### src/include/plms_pkg.sv
// Shared types and constants for the pixel lane mapper with display sync.
// Assumes one 50 MHz core clock; all pins are synchronised inside the top.
package plms_pkg;

   typedef struct packed {
      logic [7:0] r;
      logic [7:0] g;
      logic [7:0] b;
   } plms_rgb_t;

   // Pin bundle passed through the synchroniser as one word
   typedef struct packed {
      logic        clk_p;
      logic        clk_m;
      logic        ref_clk;
      logic [1:0]  lane;
      logic        de;
      logic        hs;
      logic        vs;
      logic [23:0] d;
   } plms_pins_t;

   typedef struct packed {
      logic [11:0] hs_w;
      logic [11:0] vs_w;
      logic [11:0] ppl;
      logic [11:0] lines;
      logic [11:0] act_s;
      logic [11:0] act_e;
   } plms_meas_t;

   typedef enum logic [1:0] {
      CAP_FIRST  = 2'b01,
      CAP_SECOND = 2'b10
   } plms_cap_t;

   localparam logic [1:0] LANE_SINGLE_IN_SINGLE_OUT = 2'h0;
   localparam logic [1:0] LANE_SINGLE_IN_DUAL_OUT = 2'h1;
   localparam logic [1:0] LANE_DUAL_IN_DUAL_OUT = 2'h3;

   localparam logic [1:0] SYNC_FREE  = 2'h0;
   localparam logic [1:0] SYNC_LINE  = 2'h1;
   localparam logic [1:0] SYNC_FRAME = 2'h2;

   localparam logic [7:0] LANES_SINGLE = 8'h0F;
   localparam logic [7:0] LANES_DUAL   = 8'hFF;

   // Register byte offsets
   localparam logic [7:0] OFS_CTRL   = 8'h00;
   localparam logic [7:0] OFS_RATE   = 8'h04;
   localparam logic [7:0] OFS_HTOT   = 8'h08;
   localparam logic [7:0] OFS_VTOT   = 8'h0C;
   localparam logic [7:0] OFS_STAT   = 8'h10;
   localparam logic [7:0] OFS_M_HSW  = 8'h14;
   localparam logic [7:0] OFS_M_VSW  = 8'h18;
   localparam logic [7:0] OFS_M_PPL  = 8'h1C;
   localparam logic [7:0] OFS_M_LINE = 8'h20;
   localparam logic [7:0] OFS_M_ACTS = 8'h24;
   localparam logic [7:0] OFS_M_ACTE = 8'h28;

   // Control field positions
   localparam int CTRL_POL    = 0;
   localparam int CTRL_SYNC   = 1;
   localparam int CTRL_P18    = 3;
   localparam int CTRL_SE_CLK = 4;
   localparam int CTRL_EDGE   = 5;

   localparam logic [5:0]  CTRL_RST = 6'h01;
   localparam logic [7:0]  RATE_RST = 8'h00;
   localparam logic [11:0] HTOT_RST = 12'h320;
   localparam logic [11:0] VTOT_RST = 12'h20D;

   localparam logic [7:0]  BYPASS_MHZ = 8'h6C;
   localparam logic [11:0] OUT_HS_W   = 12'h060;
   localparam logic [11:0] OUT_VS_W   = 12'h002;

   localparam logic [1:0] RESP_OKAY   = 2'h0;
   localparam logic [1:0] RESP_SLVERR = 2'h2;

endpackage : plms_pkg

### src/hw/plms_lane_mapper.sv
// Maps captured half-words of two pixels onto panel colour words.
// Assumes halves are stable while the caller registers the result.
`timescale 1ns/1ps
`default_nettype none
module plms_lane_mapper
   import plms_pkg::*;
(
   input  wire logic [11:0] lo_a,
   input  wire logic [11:0] hi_a,
   input  wire logic [11:0] lo_b,
   input  wire logic [11:0] hi_b,
   input  wire logic [1:0]  lane_mode,
   input  wire logic        panel18,
   output plms_rgb_t        pix_a,
   output plms_rgb_t        pix_b,
   output logic [7:0]       lane_en
);

   function automatic plms_rgb_t to_rgb(input logic [11:0] lo, input logic [11:0] hi,
                                        input logic p18);
      plms_rgb_t px;
      px.r = hi[11:4];
      px.g = {hi[3:0], lo[11:8]};
      px.b = lo[7:0];
      if (p18) begin
         px.r[1:0] = 2'h0;
         px.g[1:0] = 2'h0;
         px.b[1:0] = 2'h0;
      end
      return px;
   endfunction : to_rgb

   assign pix_a   = to_rgb(lo_a, hi_a, panel18);
   assign pix_b   = to_rgb(lo_b, hi_b, panel18);
   assign lane_en = (lane_mode == LANE_SINGLE_IN_SINGLE_OUT) ? LANES_SINGLE : LANES_DUAL;

endmodule : plms_lane_mapper
`default_nettype wire

### src/hw/plms_timing_meas.sv
// Measures input sync widths, totals and active window in pixel ticks or lines.
// Assumes hs, vs and de are synchronised and active high.
`timescale 1ns/1ps
`default_nettype none
module plms_timing_meas
   import plms_pkg::*;
(
   input  wire logic mclk,
   input  wire logic reset_n,
   input  wire logic clk_en,
   input  wire logic tick,
   input  wire logic hs,
   input  wire logic vs,
   input  wire logic de_act,
   output plms_meas_t meas
);

   logic [11:0] pix_reg, line_reg, hsw_reg, vsw_reg;
   logic        hs_prev_reg, vs_prev_reg, de_prev_reg;
   plms_meas_t  meas_reg;
   wire         hs_rise = hs & ~hs_prev_reg;
   wire         vs_rise = vs & ~vs_prev_reg;

   always_ff @(posedge mclk or negedge reset_n) begin
      if (!reset_n) begin
         {hs_prev_reg, vs_prev_reg, de_prev_reg} <= 3'h0;
         {pix_reg, line_reg, hsw_reg, vsw_reg}   <= 48'h0;
         meas_reg                                <= '0;
      end else if (clk_en) begin
         {hs_prev_reg, vs_prev_reg, de_prev_reg} <= {hs, vs, de_act};
         pix_reg  <= hs_rise ? 12'h000 : pix_reg + 12'(tick);
         hsw_reg  <= hs_rise ? 12'h000 : hsw_reg + 12'(tick & hs);
         line_reg <= vs_rise ? 12'h000 : line_reg + 12'(hs_rise);
         vsw_reg  <= vs_rise ? 12'h000 : vsw_reg + 12'(hs_rise & vs);
         if (hs_rise) meas_reg.ppl <= pix_reg;
         if (hs_prev_reg & ~hs) meas_reg.hs_w <= hsw_reg;
         if (vs_rise) meas_reg.lines <= line_reg;
         if (vs_prev_reg & ~vs) meas_reg.vs_w <= vsw_reg;
         if (de_act & ~de_prev_reg) meas_reg.act_s <= pix_reg;
         if (~de_act & de_prev_reg) meas_reg.act_e <= pix_reg;
      end
   end

   assign meas = meas_reg;

endmodule : plms_timing_meas
`default_nettype wire

### src/hw/plms_top.sv
// Double-edge pixel capture, lane mapping, scaler bypass and display sync.
// Assumes pins come from outside the mclk domain; registers on AXI4-Lite.
//
// Design decisions made here: the register addresses and the AXI4-Lite slave port.
`timescale 1ns/1ps
`default_nettype none
module plms_top
   import plms_pkg::*;
#(
   parameter int ADDR_W = 8
) (
   input  wire logic              mclk,
   input  wire logic              reset_n,
   input  wire logic              clk_en,
   input  wire plms_pins_t        pins,
   input  wire logic [ADDR_W-1:0] s_axi_awaddr,
   input  wire logic              s_axi_awvalid,
   output logic                   s_axi_awready,
   input  wire logic [31:0]       s_axi_wdata,
   input  wire logic [3:0]        s_axi_wstrb,
   input  wire logic              s_axi_wvalid,
   output logic                   s_axi_wready,
   output logic [1:0]             s_axi_bresp,
   output logic                   s_axi_bvalid,
   input  wire logic              s_axi_bready,
   input  wire logic [ADDR_W-1:0] s_axi_araddr,
   input  wire logic              s_axi_arvalid,
   output logic                   s_axi_arready,
   output logic [31:0]            s_axi_rdata,
   output logic [1:0]             s_axi_rresp,
   output logic                   s_axi_rvalid,
   input  wire logic              s_axi_rready,
   output plms_rgb_t              lane_pix_a,
   output plms_rgb_t              lane_pix_b,
   output logic [7:0]             lane_en,
   output logic                   pix_valid,
   output plms_rgb_t              scaler_pix,
   output logic                   scaler_pix_valid,
   output logic                   scaler_bypass,
   output logic                   scaler_off,
   output logic                   out_hsync,
   output logic                   out_vsync
);

   // Pin synchroniser; meta stage feeds only the second stage
   plms_pins_t pins_meta_reg, pins_s_reg, pins_d_reg;
   always_ff @(posedge mclk or negedge reset_n) begin
      if (!reset_n) begin
         pins_meta_reg <= '0;
         pins_s_reg    <= '0;
         pins_d_reg    <= '0;
      end else if (clk_en) begin
         pins_meta_reg <= pins;
         pins_s_reg    <= pins_meta_reg;
         pins_d_reg    <= pins_s_reg;
      end
   end

   // Registers
   logic [5:0]  ctrl_reg;
   logic [7:0]  rate_reg;
   logic [11:0] htot_reg, vtot_reg;
   wire         pol       = ctrl_reg[CTRL_POL];
   wire [1:0]   sync_mode = ctrl_reg[CTRL_SYNC +: 2];
   wire         panel18   = ctrl_reg[CTRL_P18];
   wire         se_clk    = ctrl_reg[CTRL_SE_CLK];
   wire         edge_sel  = ctrl_reg[CTRL_EDGE];
   wire [1:0]   lane_mode = pins_d_reg.lane;
   wire         dual_in   = (lane_mode == LANE_DUAL_IN_DUAL_OUT);
   wire         single_in_dual_out      = (lane_mode == LANE_SINGLE_IN_DUAL_OUT);
   wire         de_act    = (pins_d_reg.de == pol);

   // Input clock level: differential holds until the pair crosses
   logic clk_lvl_reg, clk_prev_reg;
   always_ff @(posedge mclk or negedge reset_n) begin
      if (!reset_n) begin
         clk_lvl_reg  <= 1'b0;
         clk_prev_reg <= 1'b0;
      end else if (clk_en) begin
         if (se_clk || (pins_s_reg.clk_p != pins_s_reg.clk_m))
            clk_lvl_reg <= pins_s_reg.clk_p;
         clk_prev_reg <= clk_lvl_reg;
      end
   end
   wire clk_rise = clk_lvl_reg & ~clk_prev_reg;
   wire clk_fall = ~clk_lvl_reg & clk_prev_reg;
   wire prim     = edge_sel ? clk_fall : clk_rise;
   wire sec      = edge_sel ? clk_rise : clk_fall;

   // Capture of halves
   plms_cap_t   cap_state;
   logic [11:0] lo_a_reg, hi_a_reg, lo_b_reg, hi_b_reg;
   logic        done_reg;
   always_ff @(posedge mclk or negedge reset_n) begin
      if (!reset_n) begin
         cap_state <= CAP_FIRST;
         {lo_a_reg, hi_a_reg, lo_b_reg, hi_b_reg} <= 48'h0;
         done_reg  <= 1'b0;
      end else if (clk_en) begin
         done_reg <= 1'b0;
         if (!de_act) begin
            cap_state <= CAP_FIRST;
         end else begin
            case (cap_state)
               CAP_FIRST: begin
                  if (prim) begin
                     lo_a_reg <= pins_d_reg.d[11:0];
                     lo_b_reg <= dual_in ? pins_d_reg.d[23:12] : 12'h000;
                  end else if (sec) begin
                     hi_a_reg <= pins_d_reg.d[11:0];
                     hi_b_reg <= dual_in ? pins_d_reg.d[23:12] : 12'h000;
                     if (single_in_dual_out)
                        cap_state <= CAP_SECOND;
                     else
                        done_reg <= 1'b1;
                  end
               end
               CAP_SECOND: begin
                  if (prim) begin
                     lo_b_reg <= pins_d_reg.d[11:0];
                  end else if (sec) begin
                     hi_b_reg  <= pins_d_reg.d[11:0];
                     done_reg  <= 1'b1;
                     cap_state <= CAP_FIRST;
                  end
               end
               default: cap_state <= CAP_FIRST;
            endcase
         end
      end
   end

   // Lane mapping and output stage
   plms_rgb_t  map_a, map_b;
   logic [7:0] map_en;
   plms_lane_mapper u_map (
      .lo_a      (lo_a_reg),
      .hi_a      (hi_a_reg),
      .lo_b      (lo_b_reg),
      .hi_b      (hi_b_reg),
      .lane_mode (lane_mode),
      .panel18   (panel18),
      .pix_a     (map_a),
      .pix_b     (map_b),
      .lane_en   (map_en)
   );

   always_ff @(posedge mclk or negedge reset_n) begin
      if (!reset_n) begin
         lane_pix_a       <= '0;
         lane_pix_b       <= '0;
         lane_en          <= 8'h00;
         pix_valid        <= 1'b0;
         scaler_pix       <= '0;
         scaler_pix_valid <= 1'b0;
         scaler_bypass    <= 1'b0;
         scaler_off       <= 1'b0;
      end else if (clk_en) begin
         lane_en          <= map_en;
         pix_valid        <= done_reg;
         scaler_bypass    <= dual_in | (rate_reg > BYPASS_MHZ);
         scaler_off       <= dual_in;
         scaler_pix_valid <= done_reg & ~dual_in & (rate_reg <= BYPASS_MHZ);
         if (done_reg) begin
            lane_pix_a <= map_a;
            lane_pix_b <= (lane_mode == LANE_SINGLE_IN_SINGLE_OUT) ? '0 : map_b;
            scaler_pix <= map_a;
         end
      end
   end

   // Input timing measurement
   plms_meas_t meas;
   plms_timing_meas u_meas (
      .mclk    (mclk),
      .reset_n (reset_n),
      .clk_en  (clk_en),
      .tick    (prim),
      .hs      (pins_d_reg.hs),
      .vs      (pins_d_reg.vs),
      .de_act  (de_act),
      .meas    (meas)
   );

   // Output display timing
   logic        ref_prev_reg, in_hs_prev_reg, in_vs_prev_reg;
   logic [11:0] h_cnt_reg, v_cnt_reg;
   wire         ref_tick  = pins_s_reg.ref_clk & ~ref_prev_reg;
   wire         in_hs_ris = pins_d_reg.hs & ~in_hs_prev_reg;
   wire         in_vs_ris = pins_d_reg.vs & ~in_vs_prev_reg;
   wire         h_wrap    = (h_cnt_reg >= htot_reg - 12'h001);
   wire         v_wrap    = (v_cnt_reg >= vtot_reg - 12'h001);
   always_ff @(posedge mclk or negedge reset_n) begin
      if (!reset_n) begin
         {ref_prev_reg, in_hs_prev_reg, in_vs_prev_reg} <= 3'h0;
         h_cnt_reg <= 12'h000;
         v_cnt_reg <= 12'h000;
      end else if (clk_en) begin
         ref_prev_reg   <= pins_s_reg.ref_clk;
         in_hs_prev_reg <= pins_d_reg.hs;
         in_vs_prev_reg <= pins_d_reg.vs;
         if (sync_mode == SYNC_LINE && in_hs_ris) begin
            h_cnt_reg <= 12'h000;
            v_cnt_reg <= v_wrap ? 12'h000 : v_cnt_reg + 12'h001;
         end else if (sync_mode == SYNC_FRAME && in_vs_ris) begin
            h_cnt_reg <= 12'h000;
            v_cnt_reg <= 12'h000;
         end else if (ref_tick) begin
            h_cnt_reg <= h_wrap ? 12'h000 : h_cnt_reg + 12'h001;
            if (h_wrap)
               v_cnt_reg <= v_wrap ? 12'h000 : v_cnt_reg + 12'h001;
         end
      end
   end

   always_ff @(posedge mclk or negedge reset_n) begin
      if (!reset_n) begin
         out_hsync <= 1'b0;
         out_vsync <= 1'b0;
      end else if (clk_en) begin
         out_hsync <= (h_cnt_reg < OUT_HS_W);
         out_vsync <= (v_cnt_reg < OUT_VS_W);
      end
   end

   // AXI4-Lite slave
   function automatic logic addr_ok(input logic [ADDR_W-1:0] a);
      return a[1:0] == 2'h0 && a <= ADDR_W'(OFS_M_ACTE);
   endfunction : addr_ok

   function automatic logic [31:0] merge(input logic [31:0] old, input logic [31:0] nw,
                                         input logic [3:0] st);
      logic [31:0] r;
      r = old;
      for (int i = 0; i < 4; i++) begin
         if (st[i]) r[i*8 +: 8] = nw[i*8 +: 8];
      end
      return r;
   endfunction : merge

   logic              aw_got_reg, w_got_reg;
   logic [ADDR_W-1:0] aw_addr_reg;
   logic [31:0]       w_data_reg;
   logic [3:0]        w_strb_reg;
   wire               wr_fire = aw_got_reg & w_got_reg & ~s_axi_bvalid;
   always_ff @(posedge mclk or negedge reset_n) begin
      if (!reset_n) begin
         {aw_got_reg, w_got_reg} <= 2'h0;
         aw_addr_reg   <= '0;
         w_data_reg    <= 32'h0;
         w_strb_reg    <= 4'h0;
         s_axi_awready <= 1'b1;
         s_axi_wready  <= 1'b1;
         s_axi_bvalid  <= 1'b0;
         s_axi_bresp   <= RESP_OKAY;
      end else if (clk_en) begin
         if (s_axi_awvalid && s_axi_awready) begin
            aw_got_reg    <= 1'b1;
            aw_addr_reg   <= s_axi_awaddr;
            s_axi_awready <= 1'b0;
         end
         if (s_axi_wvalid && s_axi_wready) begin
            w_got_reg    <= 1'b1;
            w_data_reg   <= s_axi_wdata;
            w_strb_reg   <= s_axi_wstrb;
            s_axi_wready <= 1'b0;
         end
         if (wr_fire) begin
            {aw_got_reg, w_got_reg} <= 2'h0;
            s_axi_bvalid <= 1'b1;
            s_axi_bresp  <= addr_ok(aw_addr_reg) ? RESP_OKAY : RESP_SLVERR;
         end else if (s_axi_bvalid && s_axi_bready) begin
            s_axi_bvalid  <= 1'b0;
            s_axi_awready <= 1'b1;
            s_axi_wready  <= 1'b1;
         end
      end
   end

   always_ff @(posedge mclk or negedge reset_n) begin
      if (!reset_n) begin
         ctrl_reg <= CTRL_RST;
         rate_reg <= RATE_RST;
         htot_reg <= HTOT_RST;
         vtot_reg <= VTOT_RST;
      end else if (clk_en && wr_fire) begin
         case (8'(aw_addr_reg))
            OFS_CTRL: ctrl_reg <= 6'(merge(32'(ctrl_reg), w_data_reg, w_strb_reg));
            OFS_RATE: rate_reg <= 8'(merge(32'(rate_reg), w_data_reg, w_strb_reg));
            OFS_HTOT: htot_reg <= 12'(merge(32'(htot_reg), w_data_reg, w_strb_reg));
            OFS_VTOT: vtot_reg <= 12'(merge(32'(vtot_reg), w_data_reg, w_strb_reg));
            default: ;
         endcase
      end
   end

   always_ff @(posedge mclk or negedge reset_n) begin
      if (!reset_n) begin
         s_axi_arready <= 1'b1;
         s_axi_rvalid  <= 1'b0;
         s_axi_rdata   <= 32'h0;
         s_axi_rresp   <= RESP_OKAY;
      end else if (clk_en) begin
         if (s_axi_arvalid && s_axi_arready) begin
            s_axi_arready <= 1'b0;
            s_axi_rvalid  <= 1'b1;
            s_axi_rresp   <= addr_ok(s_axi_araddr) ? RESP_OKAY : RESP_SLVERR;
            case (8'(s_axi_araddr))
               OFS_CTRL:   s_axi_rdata <= 32'(ctrl_reg);
               OFS_RATE:   s_axi_rdata <= 32'(rate_reg);
               OFS_HTOT:   s_axi_rdata <= 32'(htot_reg);
               OFS_VTOT:   s_axi_rdata <= 32'(vtot_reg);
               OFS_STAT:   s_axi_rdata <= 32'({scaler_off, scaler_bypass, lane_mode});
               OFS_M_HSW:  s_axi_rdata <= 32'(meas.hs_w);
               OFS_M_VSW:  s_axi_rdata <= 32'(meas.vs_w);
               OFS_M_PPL:  s_axi_rdata <= 32'(meas.ppl);
               OFS_M_LINE: s_axi_rdata <= 32'(meas.lines);
               OFS_M_ACTS: s_axi_rdata <= 32'(meas.act_s);
               OFS_M_ACTE: s_axi_rdata <= 32'(meas.act_e);
               default:    s_axi_rdata <= 32'h0;
            endcase
         end else if (s_axi_rvalid && s_axi_rready) begin
            s_axi_rvalid  <= 1'b0;
            s_axi_arready <= 1'b1;
         end
      end
   end
endmodule : plms_top
`default_nettype wire

### config.mk
export PLATFORM = sky130hd
export DESIGN_NAME = plms_top
export DESIGN_NICKNAME = d
export VERILOG_FILES = /design/src/include/plms_pkg.sv /design/src/hw/plms_lane_mapper.sv /design/src/hw/plms_timing_meas.sv /design/src/hw/plms_top.sv
export SDC_FILE = /design/constraint.sdc
export NUM_CORES = 1
export LEC_CHECK = 0
export ABC_CLOCK_PERIOD_IN_PS = 4600
export BUFFER_PORTS_ARGS = -buffer_cell sky130_fd_sc_hd__buf_2
export CAP_MARGIN = 20
export CORE_MARGIN = 8
export CORE_UTILIZATION = 35
export DETAILED_ROUTE_END_ITERATION = 8
export PLACE_DENSITY = 0.6
export RECOVER_POWER = 50
export SLEW_MARGIN = 15
export SYNTH_ARGS = -nofsm -noshare
export SYNTH_HDL_FRONTEND = slang
export SYNTH_SLANG_ARGS = --single-unit
### constraint.sdc
create_clock -name mclk -period 4.6 [get_ports mclk]
set_input_delay 0.23 -clock mclk [delete_from_list [all_inputs] [get_ports mclk]]
set_output_delay 0.23 -clock mclk [all_outputs]
set_load 0.01 [all_outputs]
After elaboration in Yosys (flattened, before gate mapping):

Index checks and enable logic that the tools add are counted.

* bits in registers: 459
* bits in latches: 0
* logic and storage cells: 270
* memories kept: 0
* memory bits (writable): 0
* bits in read-only memories: 0
* output and inout bits: 127
* input port bits: 92

* bitwise operators: 28
* shift operators: 0
* reductions and logical operators: 52
* $mul: 0
* order comparisons: 8
* add/subtract/negate cells: 8
* equality and inequality tests: 32
* divide/modulo/power cells: 0
* multiplexer cells: 65

Operator list (number)
* $mux W12: 20
* $pmux W12 S11: 1
* $pmux W12 S2: 2
* $reduce_and A2 Y1: 17
* $eq A8 B4 Y1 const B: 4
* $eq A8 B5 Y1 const B: 4
* $mux W2: 14
* $add A12 B1 Y12: 2
* $add A12 B1 Y12 const B: 2
* $add A12 B12 Y12: 2
* $eq A8 B6 Y1 const B: 3
* $ge A12 B12 Y1: 2
* $mux W1: 24
* $mux W24: 1
* $sub A12 B1 Y12 const B: 2
* $reduce_and A3 Y1: 7
* $eq A8 B3 Y1 const B: 2
* $le A8 B6 Y1 const B: 2
* $logic_not A8 Y1: 2
* $and A1 B1 Y1: 15
* $ne A3 B3 Y1 const B: 5
* $lt A12 B2 Y1 const B: 1
* $lt A12 B7 Y1 const B: 1
* $not A1 Y1: 12
* 21 further kinds: 46

Depth between registers and ports, before layout:

Gate-level depths: netlist of run 1.

* word-level depth: 7
* gate-level depth with buffers: 14
* depth with buffers taken out: 13

Cells and area by module:

A second synthesis of run 1 with hierarchy kept.

* cell total of the unflattened synthesis: 1704
* area total of the unflattened synthesis: 20365.8 µm²

Modules (own cells, without submodules)
* plms_top: area an instance 14550.2 µm², cells each 1178, times used 1, sequential area each 7922.6 µm²
* plms_timing_meas: area an instance 5356.4 µm², cells each 468, times used 1, sequential area each 3078.0 µm²
* plms_lane_mapper: area an instance 459.2 µm², cells each 58, times used 1, sequential area each 0.0 µm²

Worst setup path after synthesis of run 1:

No wires, ideal clock.

* path type: register to register
* from: register htot_reg[7]
* to: register v_cnt_reg[5]
* required time: 4.479 ns
* path buffers: 1
* period minus slack after synthesis: 3.069 ns
* data arrival time: 2.948 ns
* setup slack: 1.531 ns
* cell stages (with the launch flop): 12
* library setup time: 0.121 ns
* cell sequence: dfrtp_1 -> or4_1 -> nor4_1 -> xnor2_1 -> ha_1 -> nand4_1 -> nor4_1 -> o31ai_1 -> a21oi_1 -> buf_2 -> o21ai_0 -> a22o_1

* longest elaborated chain between the ends: 4

Ends and longest elaborated chain
* start, declared: RTL line plms_top.sv:62 `logic [11:0] htot_reg, vtot_reg;`
* start signal, assigned: RTL line plms_top.sv:290 `OFS_HTOT: htot_reg <= 12'(merge(32'(htot_reg), w_data_reg, w_strb_reg));`
* $sub A12 B1 Y12: RTL line plms_top.sv:191 `wire h_wrap = (h_cnt_reg >= htot_reg - 12'h001);`
* $ge A12 B12 Y1: RTL line plms_top.sv:191
* $reduce_bool A3 Y1 (no source line)
* $reduce_and A3 Y1 (no source line)
* end signal, assigned: RTL line plms_top.sv:204 `v_cnt_reg <= v_wrap ? 12'h000 : v_cnt_reg + 12'h001;`
* end signal, assigned: RTL line plms_top.sv:211 `v_cnt_reg <= v_wrap ? 12'h000 : v_cnt_reg + 12'h001;`
* end, declared: RTL line plms_top.sv:187 `logic [11:0] h_cnt_reg, v_cnt_reg;`

No other way between the ends.
A chain may end at the register's enable or synchronous reset.

Final worst setup path of run 1:

* from: register htot_reg[7]
* to: register v_cnt_reg[10]

The elaborated chain is that of the path after synthesis.

==> results of run 1 <==
[cell type report]
type                    count  area (µm²)  share of cell area [%]
well taps                 748       935.9                   4.077
clock inverters            17       191.4                  0.8339
clock buffers              72        1341                   5.843
inverters                  22       82.58                  0.3597
repair buffers            257        1550                   6.753
flip-flops and latches    431       10800                   47.05
multi-input cells        1110        8055                   35.09
[power by group]
part           switching [mW]  internal, mW
clock                    1.57          2.19
sequential              0.647          4.57
combinational            1.11         0.978
total                    3.32          7.75
[synthesized netlist by cell type, types with 22 or more instances]
library cell	n
dfrtp_1	419
xnor2_1	24
nand3_1	54
xor2_1	26
nand2_1	189
a22o_1	41
clkbuf_1	59
nor2_1	85
a22oi_1	23
mux2_2	252
buf_4	53
inv_1	22
o21ai_0	99
and3_1	28
ha_1	38
a21oi_1	39
[worst register-to-register path: stages, from the launching register on]
cell and delay, ns:
dfrtp_1 0.43, or4_1 0.58, nor4_1 0.37, xnor2_1 0.13, ha_1 0.35, nand4_1 0.13
nor4_1 0.28, o31ai_1 0.18, and2_1 0.27, nor3_2 0.59, a22o_1 0.26
[kinds of logic (layout without fill, tap and decap cells)]
logic type / after synthesis / count (layout)
multiplexers: 262 / 262
AO/OA/AOI/OAI: 275 / 275
other: 1 / 22
XOR/XNOR: 50 / 50
adder cells (fa/ha/maj): 38 / 38
buffers and inverters: 152 / 368
AND/OR/NAND/NOR: 463 / 463
flip-flops: 431 / 431
[routing by layer]
layer / track usage (%) / share of wire, % / wire length [µm] / vias to the layer above
met1: 20.95 / 45 / 22420 / 6759
met2: 24.93 / 46 / 22980 / 341
li1: - / - / - / 6279
met3: 2.951 / 5.6 / 2786 / 83
met5: 0 / 0 / 0 / -
met4: 5.274 / 2.9 / 1429 / 0
[timing repair]
| action | in CTS | in global routing |
|---|---|---|
| setup buffers | 0 | 0 |
| hold buffers | 60 | 0 |
| hold endpoints to repair | 137 | 0 |
[metrics by stage]
| step | setup slack, ns | std cells | utilization [%] | hold WS (ns) |
|---|---|---|---|---|
| 2_1_floorplan | 1.531 | 1693 | - | -0.06559 |
| 6_report | 0.9498 | 2657 | 41.67 | 0.1143 |
| 3_5_place_dp | 0.9670 | 2507 | 38.05 | 0.2765 |
| 5_1_grt | 0.5239 | 2657 | 41.67 | 0.1276 |
| 4_1_cts | 0.9546 | 2656 | 41.92 | 0.08548 |
| 3_3_place_gp | 1.053 | 2507 | 38.05 | 0.2740 |
[how the worst max path moves through the flow]
stage	startpoint	to	slack, ns	depth (start not counted)
after floorplan	htot_reg[7]	v_cnt_reg[5]	1.53	11
after global placement	htot_reg[7]	v_cnt_reg[10]	1.05	10
after detailed placement	htot_reg[7]	v_cnt_reg[10]	0.97	10
after CTS	htot_reg[7]	v_cnt_reg[10]	0.95	10
after global routing	reset_n	u_meas.meas[21]	0.52	3
final	htot_reg[7]	v_cnt_reg[10]	0.95	10
==> results.tsv, run 1 <==
stage	metric	value	unit
status	status	finished, violations left	
status	violations	capacitance limit, slew limit	
worst_setup_path	critPathArrivalTime	4.17	ns
die	die_y	252.2	µm
grt	grt_pass1_vias	13900	
clocking	cts_resized	0	
clocking	clock_latency	0.59	ns
synth	netlist_area	0.01952	mm²
worst_setup_path	crit_type	register to register	
power	power_density	482.2	mW/mm²
grt	grt_max_degree	109	
detailed_routing	drc	0	
layout	largest_reg_flops	72	
clocking	cts_buffers	48	
die	fp-row-count	86	
die	die_width	252.2	µm
grt	overflow	0	
detailed_routing	routed_wirelength	49610	µm
synth	synthAdderAreaFrac	2.435	%
worst_setup_path	critPathMaxFanout	11	
sta	finalCritPeriodShare	79.35	%
synth	ys_seq_area_share	55.32	%
sta	fin_crit	3.650	ns
clocking	cts_tree	built	
power	finalPower	11.07	mW
synth	synth.mux.area_fraction	15.11	%
placed_design	port_buffers	174	
clocking	cts_buffer_depth	3	
synth	ys.flop_type	dfrtp_1	
die	die_area	0.06359	mm²
layout	layout_commonest_cell	dfrtp_1	
worst_setup_path	worst_path_largest_cell_delay	0.59	ns
layout	post-route-cell-area	0.02296	mm²
die	coreArea	0.05509	mm²
sta	hold_viol_final	0	
die	io_pins	219	
synth	synth_edf_count	0	
synth	yosys.area.top_type_share	53.71	%
worst_setup_path	r2r_setup_slack	0.95	ns
placed_design	dp_hpwl	34600	µm
synth	synth_top_family_by_area	multiplexers	
worst_setup_path	cp.buffers_inverters	0	
clocking	cts_max_level	2	
detailed_routing	num_vias	13460	
layout	fillCellCount	5400	
worst_setup_path	crit_family	simple AND/OR/NAND/NOR gates	
sta	fmaxAchievable	274.0	MHz
synth	synth_area_leaders	dfrtp_1 54%, mux2_2 15%, nand2_1 3.6%	
grt	antenna_found_initial	0	
worst_setup_path	r2r-start	htot_reg[7]	
worst_setup_path	cp.required	5.12	ns
synth	yosysTopAreaCell	dfrtp_1	
clocking	clk_pin_slew	0.06	ns
synth	syn_inst	1672	
sta	maxSlewViolCount	118	
placed_design	gp_congestion	0.8548	
detailed_routing	wl_per_cell	18.67	µm
run	drv_cap	2	
die	start_util	35.44	%
placed_design	place_area	0.02096	mm²
synth	synth-compound-area-share	9.524	%
worst_setup_path	r2r-end	v_cnt_reg[10]	
synth	yosysWarnings	0	
layout	syn_to_final_growth	17.59	%
detailed_routing	drt-pass1-iter-count	5	
detailed_routing	viasPerCell	5.067	
synth	synth-seq-cells	431	
layout	final_cell_mix	419 x dfrtp_1, 252 x mux2_2, 188 x nand2_1	
worst_setup_path	reg2reg_depth	10	
synth	synth-async-reset-ratio	100.0	%
hold_path	hp-class	input pin to register	
worst_setup_path	slowest_stage	nor3_2	
sta	worstMarginPinSlew	2.288	ns
grt	grt_pass1_wl	79430	µm
detailed_routing	ant_nets	0	
synth	syn_area_per_cell	11.68	µm²
synth	synth-simple-area-share	11.31	%
detailed_routing	drtIter0Drc	927	
synth	synth_cell_types	69	
hold_path	hold_path_depth	2	
synth	synth_xor_area_share	2.243	%
worst_setup_path	path_cells	or4_1, nor4_1, xnor2_1, ha_1, nand4_1, nor4_1, o31ai_1, and2_1, nor3_2, a22o_1	
worst_setup_path	crit_top_cell	nor4_1	
layout	final_nets	2000	
clocking	cts_sinks	431	
sta	slew_headroom	-52.52	%
layout	antenna_cells	0	
sta	setup_viol	0	
worst_setup_path	cp-end-kind	register	
grt	grt.total_usage	15.53	%
power	irDropWorstVdd	304.8	µV
sta	rsz0062_at_grt	no	
power	power.leakage	10.44	nW
hold_path	whs_endpoint	out_vsync	
worst_setup_path	cp-start-kind	register	
sta	worst_clock_skew	0.02180	ns
layout	drive_gt1_share	23.83	%
hold_path	min-delay-start	clk_en	
clocking	cts_root_buf	clkbuf_16	
sta	fin_tns_setup	0	ns
Note: power is estimated with default switching activity, not from simulation.
==> run 2: changes to the inputs <==
--- a/config.mk
+++ b/config.mk
@@ -5,13 +5,13 @@
 export SDC_FILE = /design/constraint.sdc
 export NUM_CORES = 1
 export LEC_CHECK = 0
-export ABC_CLOCK_PERIOD_IN_PS = 4600
+export ABC_CLOCK_PERIOD_IN_PS = 3300
 export BUFFER_PORTS_ARGS = -buffer_cell sky130_fd_sc_hd__buf_2
 export CAP_MARGIN = 20
 export CORE_MARGIN = 8
 export CORE_UTILIZATION = 35
 export DETAILED_ROUTE_END_ITERATION = 8
-export PLACE_DENSITY = 0.6
+export PLACE_DENSITY = 0.62
 export RECOVER_POWER = 50
 export SLEW_MARGIN = 15
 export SYNTH_ARGS = -nofsm -noshare
==> constraint.sdc (replaced) <==
create_clock -name mclk -period 3.3 [get_ports mclk]
set_input_delay 0.165 -clock mclk [delete_from_list [all_inputs] [get_ports mclk]]
set_output_delay 0.165 -clock mclk [all_outputs]
set_load 0.01 [all_outputs]
==> results.tsv, run 2 (synthesis gave the netlist of run 1 again) <==
stage	metric	value	unit	change
hold_path	whs_endpoint	s_axi_rdata[1]		
die	die_area	0.06359	mm²	unchanged
grt	grt_use_met1	21.30	%	+0.35 points
worst_setup_path	critPathMaxFanout	11		unchanged
placed_design	gp_congestion	0.8709		+1.9%
clocking	cts_buffer_depth	3		unchanged
layout	syn_to_final_growth	19.41	%	
hold_path	hp-class	input pin to register		
detailed_routing	num_vias	13730		+2.0%
sta	slew_headroom	-61.78	%	-9.3 points
worst_setup_path	r2r-end	v_cnt_reg[0]		
detailed_routing	ant_nets	0		unchanged
clocking	cts_max_level	2		unchanged
power	power_density	687.8	mW/mm²	+43%
die	die_width	252.2	µm	unchanged
clocking	clock_latency	0.59	ns	about the same
die	fp-row-count	86		unchanged
sta	rsz0062_at_grt	no		
placed_design	place_ws	-0.08769	ns	-1.055 ns
placed_design	dp_hpwl	35450	µm	+2.4%
detailed_routing	viasPerCell	5.117		+1.0%
clocking	clk_pin_slew	0.06	ns	about the same
grt	antenna_found_initial	1		+1
die	die_y	252.2	µm	unchanged
detailed_routing	drtIter0Drc	979		+5.6%
worst_setup_path	cp-end-kind	register		
worst_setup_path	crit_type	register to register		
detailed_routing	drc	0		unchanged
status	status	finished, violations left		
power	finalPower	16.03	mW	+45%
die	io_pins	219		unchanged
detailed_routing	wl_per_cell	18.89	µm	+1.1%
worst_setup_path	cp-start-kind	register		
sta	fin_ws	0.1894	ns	-0.7604 ns
die	start_util	35.44	%	unchanged
layout	layout_commonest_cell	dfrtp_1		
layout	antenna_cells	0		unchanged
worst_setup_path	cp.buffers_inverters	2		+2
worst_setup_path	slowest_stage	or4_1		
sta	maxSlewViolCount	94		-20%
clocking	cts_buffers	47		-2.1%
grt	grtUsageMet3	3.249	%	+0.30 points
die	coreArea	0.05509	mm²	unchanged
sta	worst_clock_skew	0.02608	ns	+0.004280 ns
placed_design	place_area	0.02112	mm²	+0.76%
grt	grt.total_usage	15.89	%	+0.37 points
sta	holdWs	0.1605	ns	+0.04617 ns
grt	grt_max_degree	94		-14%
layout	largest_reg_flops	72		unchanged
detailed_routing	drt-pass1-iter-count	5		unchanged
power	power.leakage	10.65	nW	+2.0%
layout	fillCellCount	5238		-3.0%
sta	hold_viol_final	0		unchanged
worst_setup_path	critPathArrivalTime	3.58	ns	-0.59 ns
placed_design	port_buffers	174		unchanged
grt	busiest_layer	met2		
grt	grtUsageMet2	26.04	%	+1.1 points
worst_setup_path	cp.required	3.77	ns	-1.35 ns
sta	setup_viol	0		unchanged
worst_setup_path	r2r-start	htot_reg[7]		
sta	fin_tns_setup	0	ns	unchanged
detailed_routing	routed_wirelength	50650	µm	+2.1%
clocking	cts_sinks	431		unchanged
clocking	cts_root_buf	clkbuf_16		
hold_path	hold_path_depth	4		+2
power	irDropWorstVdd	493.7	µV	+62%
worst_setup_path	crit_family	simple AND/OR/NAND/NOR gates		
worst_setup_path	path_cells	or4_1, nor4_1, xnor2_1, ha_1, nand4_1, nor4_1, o31ai_1, a21oi_1, buf_4, buf_4, nor2_1, a21o_1		
sta	worstMarginPinSlew	2.427	ns	+0.1388 ns
worst_setup_path	reg2reg_depth	12		+2
layout	post-route-cell-area	0.02331	mm²	+1.5%
sta	finalCritPeriodShare	94.26	%	+15 points
layout	drive_gt1_share	25.23	%	+1.4 points
layout	final_nets	2025		+1.3%
worst_setup_path	worst_path_largest_cell_delay	0.56	ns	-0.03 ns
layout	final_cell_mix	419 x dfrtp_1, 252 x mux2_2, 189 x nand2_1		
grt	grt_pass1_wl	81610	µm	+2.7%
layout	postLayoutCoreUtil	42.31	%	+0.64 points
sta	fin_crit	3.111	ns	-0.5396 ns
hold_path	min-delay-start	s_axi_araddr[1]		
sta	fmaxAchievable	321.5	MHz	+17%
status	violations	capacitance limit, slew limit		
grt	overflow	0		unchanged
worst_setup_path	r2r_setup_slack	0.19	ns	-0.76 ns
placed_design	place_inst	2530		+0.92%
layout	instances_no_fill	2682		+0.94%
run	drv_cap	1		-1
clocking	cts_tree	built		
worst_setup_path	path_depth	12		+2
grt	grt_pass1_vias	14270		+2.6%
## run 2: cell types whose count changed in the layout (fill, tap and decap cells not counted), moves of 2 or more
| cell | previous run | this run |
|---|---|---|
| buf_12 | 2 | 0 |
| buf_2 | 78 | 76 |
| buf_4 | 18 | 37 |
| buf_6 | 1 | 3 |
| bufinv_16 | 3 | 8 |
| clkbuf_1 | 115 | 107 |
| clkbuf_2 | 1 | 5 |
| clkbuf_8 | 5 | 8 |
| clkinvlp_4 | 2 | 5 |
| dfstp_1 | 3 | 0 |
| dfstp_2 | 9 | 12 |
## run 2: metal layers
metal  vias up  wire length, µm
li1       6337                -
met1      6942            22620
met2       383            24020
met3        63             3036
met4         0              968
met5         -                0
## run 2: worst reg2reg max path, delay by kind of cell (launching register included)
family                   cells  cell delay, ns
AO/OA/AOI/OAI                3            0.46
flip-flops                   1            0.38
adder cells (fa/ha/maj)      1            0.31
AND/OR/NAND/NOR              5            1.37
XOR/XNOR                     1            0.13
buffers and inverters        2            0.35
## run 2: power breakdown
| group | internal [mW] | switching, mW |
|---|---|---|
| combinational | 1.40 | 1.59 |
| clock | 3.54 | 2.24 |
| sequential | 6.38 | 0.893 |
| total | 11.3 | 4.72 |
## run 2: layout make-up
class	count	area [µm²]	area share (%)
Sequential cell	431	10800	46.33
Multi-Input combinational cell	1110	8059	34.57
Timing Repair Buffer	283	1715	7.359
Clock buffer	64	1363	5.845
Tap cell	748	935.9	4.015
Clock inverter	24	355.3	1.524
Inverter	22	82.58	0.3542
## run 2: timing repair
action	4_1_cts	5_1_grt
endpoints found under the hold margin	140	0
hold buffers	61	0
pin swaps	0	1
buffers inserted	0	2
endpoints found under the setup margin	11	11
gates resized for setup	1	0
## run 2: worst max-delay path by stage
stage                         end         from
finish               v_cnt_reg[0]  htot_reg[7]
detailed placement  v_cnt_reg[10]  htot_reg[5]
CTS                  v_cnt_reg[9]  htot_reg[5]
floorplan            v_cnt_reg[5]  htot_reg[7]
global route         v_cnt_reg[8]  htot_reg[7]
global placement    v_cnt_reg[10]  htot_reg[5]
==> run 3: changes to the inputs <==
--- a/config.mk
+++ b/config.mk
@@ -5,7 +5,7 @@
 export SDC_FILE = /design/constraint.sdc
 export NUM_CORES = 1
 export LEC_CHECK = 0
-export ABC_CLOCK_PERIOD_IN_PS = 3300
+export ABC_CLOCK_PERIOD_IN_PS = 2750
 export BUFFER_PORTS_ARGS = -buffer_cell sky130_fd_sc_hd__buf_2
 export CAP_MARGIN = 20
 export CORE_MARGIN = 8
==> constraint.sdc (replaced) <==
create_clock -name mclk -period 2.75 [get_ports mclk]
set_input_delay 0.1375 -clock mclk [delete_from_list [all_inputs] [get_ports mclk]]
set_output_delay 0.1375 -clock mclk [all_outputs]
set_load 0.01 [all_outputs]
==> results.tsv, run 3 (synthesis gave the netlist of run 1 again) <==
stage	metric	value	unit	change
status	status	finished, violations left		
status	violations	capacitance limit, slew limit, setup timing		
sta	rsz0062_at_grt	yes		
worst_setup_path	cp.required	3.20	ns	-0.57 ns
worst_setup_path	path_depth	11		-1
placed_design	place_inst	2562		+1.3%
sta	worst_clock_skew	0.01347	ns	-0.01261 ns
sta	slew_headroom	-70.35	%	-8.6 points
layout	layout_commonest_cell	dfrtp_1		
layout	syn_to_final_growth	21.48	%	
worst_setup_path	slowest_stage	or4_4		
worst_setup_path	cp.buffers_inverters	2		unchanged
die	die_width	252.2	µm	unchanged
clocking	cts_sinks	431		unchanged
clocking	clk_pin_slew	0.06	ns	about the same
sta	finalCritPeriodShare	104.4	%	+10 points
worst_setup_path	cp-start-kind	register		
worst_setup_path	cp-end-kind	register		
power	power.leakage	11.01	nW	+3.3%
sta	maxSlewViolCount	92		-2.1%
worst_setup_path	r2r_setup_slack	-0.12	ns	-0.31 ns
die	start_util	35.44	%	unchanged
placed_design	dp_hpwl	36170	µm	+2.0%
worst_setup_path	worst_path_largest_cell_delay	0.58	ns	+0.02 ns
placed_design	place_area	0.02147	mm²	+1.6%
clocking	cts_max_level	2		unchanged
clocking	cts_buffers	47		unchanged
hold_path	hp-class	input pin to register		
worst_setup_path	reg2reg_depth	11		-1
layout	drive_gt1_share	29.39	%	+4.2 points
detailed_routing	ant_nets	0		unchanged
die	fp-row-count	86		unchanged
clocking	clock_latency	0.57	ns	-0.02 ns
layout	instances_no_fill	2714		+1.2%
hold_path	hold_path_depth	6		+2
die	io_pins	219		unchanged
clocking	cts_root_buf	clkbuf_16		
clocking	cts_buffer_depth	3		unchanged
placed_design	gp_congestion	0.8804		+1.1%
worst_setup_path	crit_path_end	v_cnt_reg[3]		
grt	grt_max_degree	110		+17%
worst_setup_path	r2r-start	htot_reg[8]		
sta	worstMarginPinSlew	2.555	ns	+0.1286 ns
detailed_routing	num_vias	13790		+0.49%
die	die_area	0.06359	mm²	unchanged
grt	grt_pass1_wl	81650	µm	about the same
layout	final_nets	2058		+1.6%
detailed_routing	wl_per_cell	18.80	µm	-0.43%
grt	antenna_found_initial	3		+2
grt	overflow	0		unchanged
placed_design	place_ws	-0.3265	ns	-0.2388 ns
layout	final_cell_mix	419 x dfrtp_1, 252 x mux2_2, 188 x nand2_1		
detailed_routing	drtIter0Drc	1070		+9.3%
worst_setup_path	critPathMaxFanout	11		unchanged
sta	fin_ws	-0.1213	ns	-0.3108 ns
grt	grt.total_usage	15.93	%	+0.036 points
clocking	cts_tree	built		
sta	hold_viol_final	0		unchanged
worst_setup_path	r2r-end	v_cnt_reg[3]		
sta	fin_crit	2.871	ns	-0.2392 ns
detailed_routing	routed_wirelength	51040	µm	+0.76%
sta	setup_viol	20		+20
sta	fin_tns_setup	-1.533	ns	-1.533 ns
run	drv_cap	1		unchanged
power	power_density	807.4	mW/mm²	+17%
die	coreArea	0.05509	mm²	unchanged
worst_setup_path	crit_type	register to register		
worst_setup_path	path_cells	or4_4, nor4_4, xnor2_1, ha_1, nand4_1, inv_1, a221oi_4, and2_4, nor3_4, buf_12, a22o_1		
power	irDropWorstVdd	613.4	µV	+24%
detailed_routing	drc	0		unchanged
worst_setup_path	crit_family	simple AND/OR/NAND/NOR gates		
sta	fmaxAchievable	348.3	MHz	+8.3%
placed_design	port_buffers	174		unchanged
worst_setup_path	critPathArrivalTime	3.32	ns	-0.26 ns
detailed_routing	viasPerCell	5.082		-0.70%
worst_setup_path	cp-startpoint	htot_reg[8]		
grt	grt_pass1_vias	14430		+1.1%
die	die_y	252.2	µm	unchanged
detailed_routing	drt-pass1-iter-count	5		unchanged
layout	largest_reg_flops	72		unchanged
layout	post-route-cell-area	0.02372	mm²	+1.7%
==> run 3: power breakdown <==
| group | internal (mW) | switching, mW | leakage (nW) | total (mW) |
|---|---|---|---|---|
| Sequential | 7.65 | 1.09 | 5.58 | 8.74 |
| Clock | 4.05 | 2.58 | 0.807 | 6.63 |
| Combinational | 1.82 | 1.95 | 4.62 | 3.77 |
| Total | 13.5 | 5.62 | 11.0 | 19.1 |
==> run 3: worst register-to-register path, delay by kind of cell, from the launching register on <==
family	cells	cell delay [ns]
adder cells (fa/ha/maj)	1	0.32
AO/OA/AOI/OAI	2	0.51
flip-flops	1	0.37
AND/OR/NAND/NOR	5	1.20
buffers and inverters	2	0.25
XOR/XNOR	1	0.11
==> run 3: worst min path at each step <==
stage,start,to
final,s_axi_araddr[0],s_axi_rdata[1]
after global routing,s_axi_araddr[0],s_axi_rdata[1]
after CTS,s_axi_araddr[0],s_axi_rdata[1]
after detailed placement,reset_n,out_vsync
after global placement,reset_n,out_vsync
after floorplan,reset_n,aw_addr_reg[0]
==> run 3: final cells by class <==
class / instances / area, µm²
Fill cell: 5231 / 31380
Clock inverter: 18 / 250.2
Sequential cell: 431 / 10800
Multi-Input combinational cell: 1110 / 8167
Clock buffer: 66 / 1380
Inverter: 22 / 82.58
Antenna cell: 3 / 7.507
Timing Repair Buffer: 316 / 2092
Tap cell: 748 / 935.9
==> run 3: what timing repair did <==
action	CTS	global route
hold endpoints to repair	141	0
hold buffers	63	0
pin swaps	8	1
buffers inserted	2	1
resized for setup	12	9
setup endpoints to repair	24	24
==> run 3: layer usage <==
layer	part of all wire [%]	GRT usage, %
met2	47	26.51
met1	45	21.01
met3	6.0	3.310
met4	2.0	4.183
met5	0	0
==> run 3: stage by stage <==
step | hold slack [ns] | total power, mW | util (%)
CTS | 0.1638 | 19.47 | 43.17
detailed placement | 0.2102 | 12.61 | 38.96
global route | 0.2315 | 20.21 | 43.05
floorplan | -0.1581 | 11.11 | -
finish | 0.2000 | 19.15 | 43.05
global placement | 0.2232 | 12.45 | 38.96
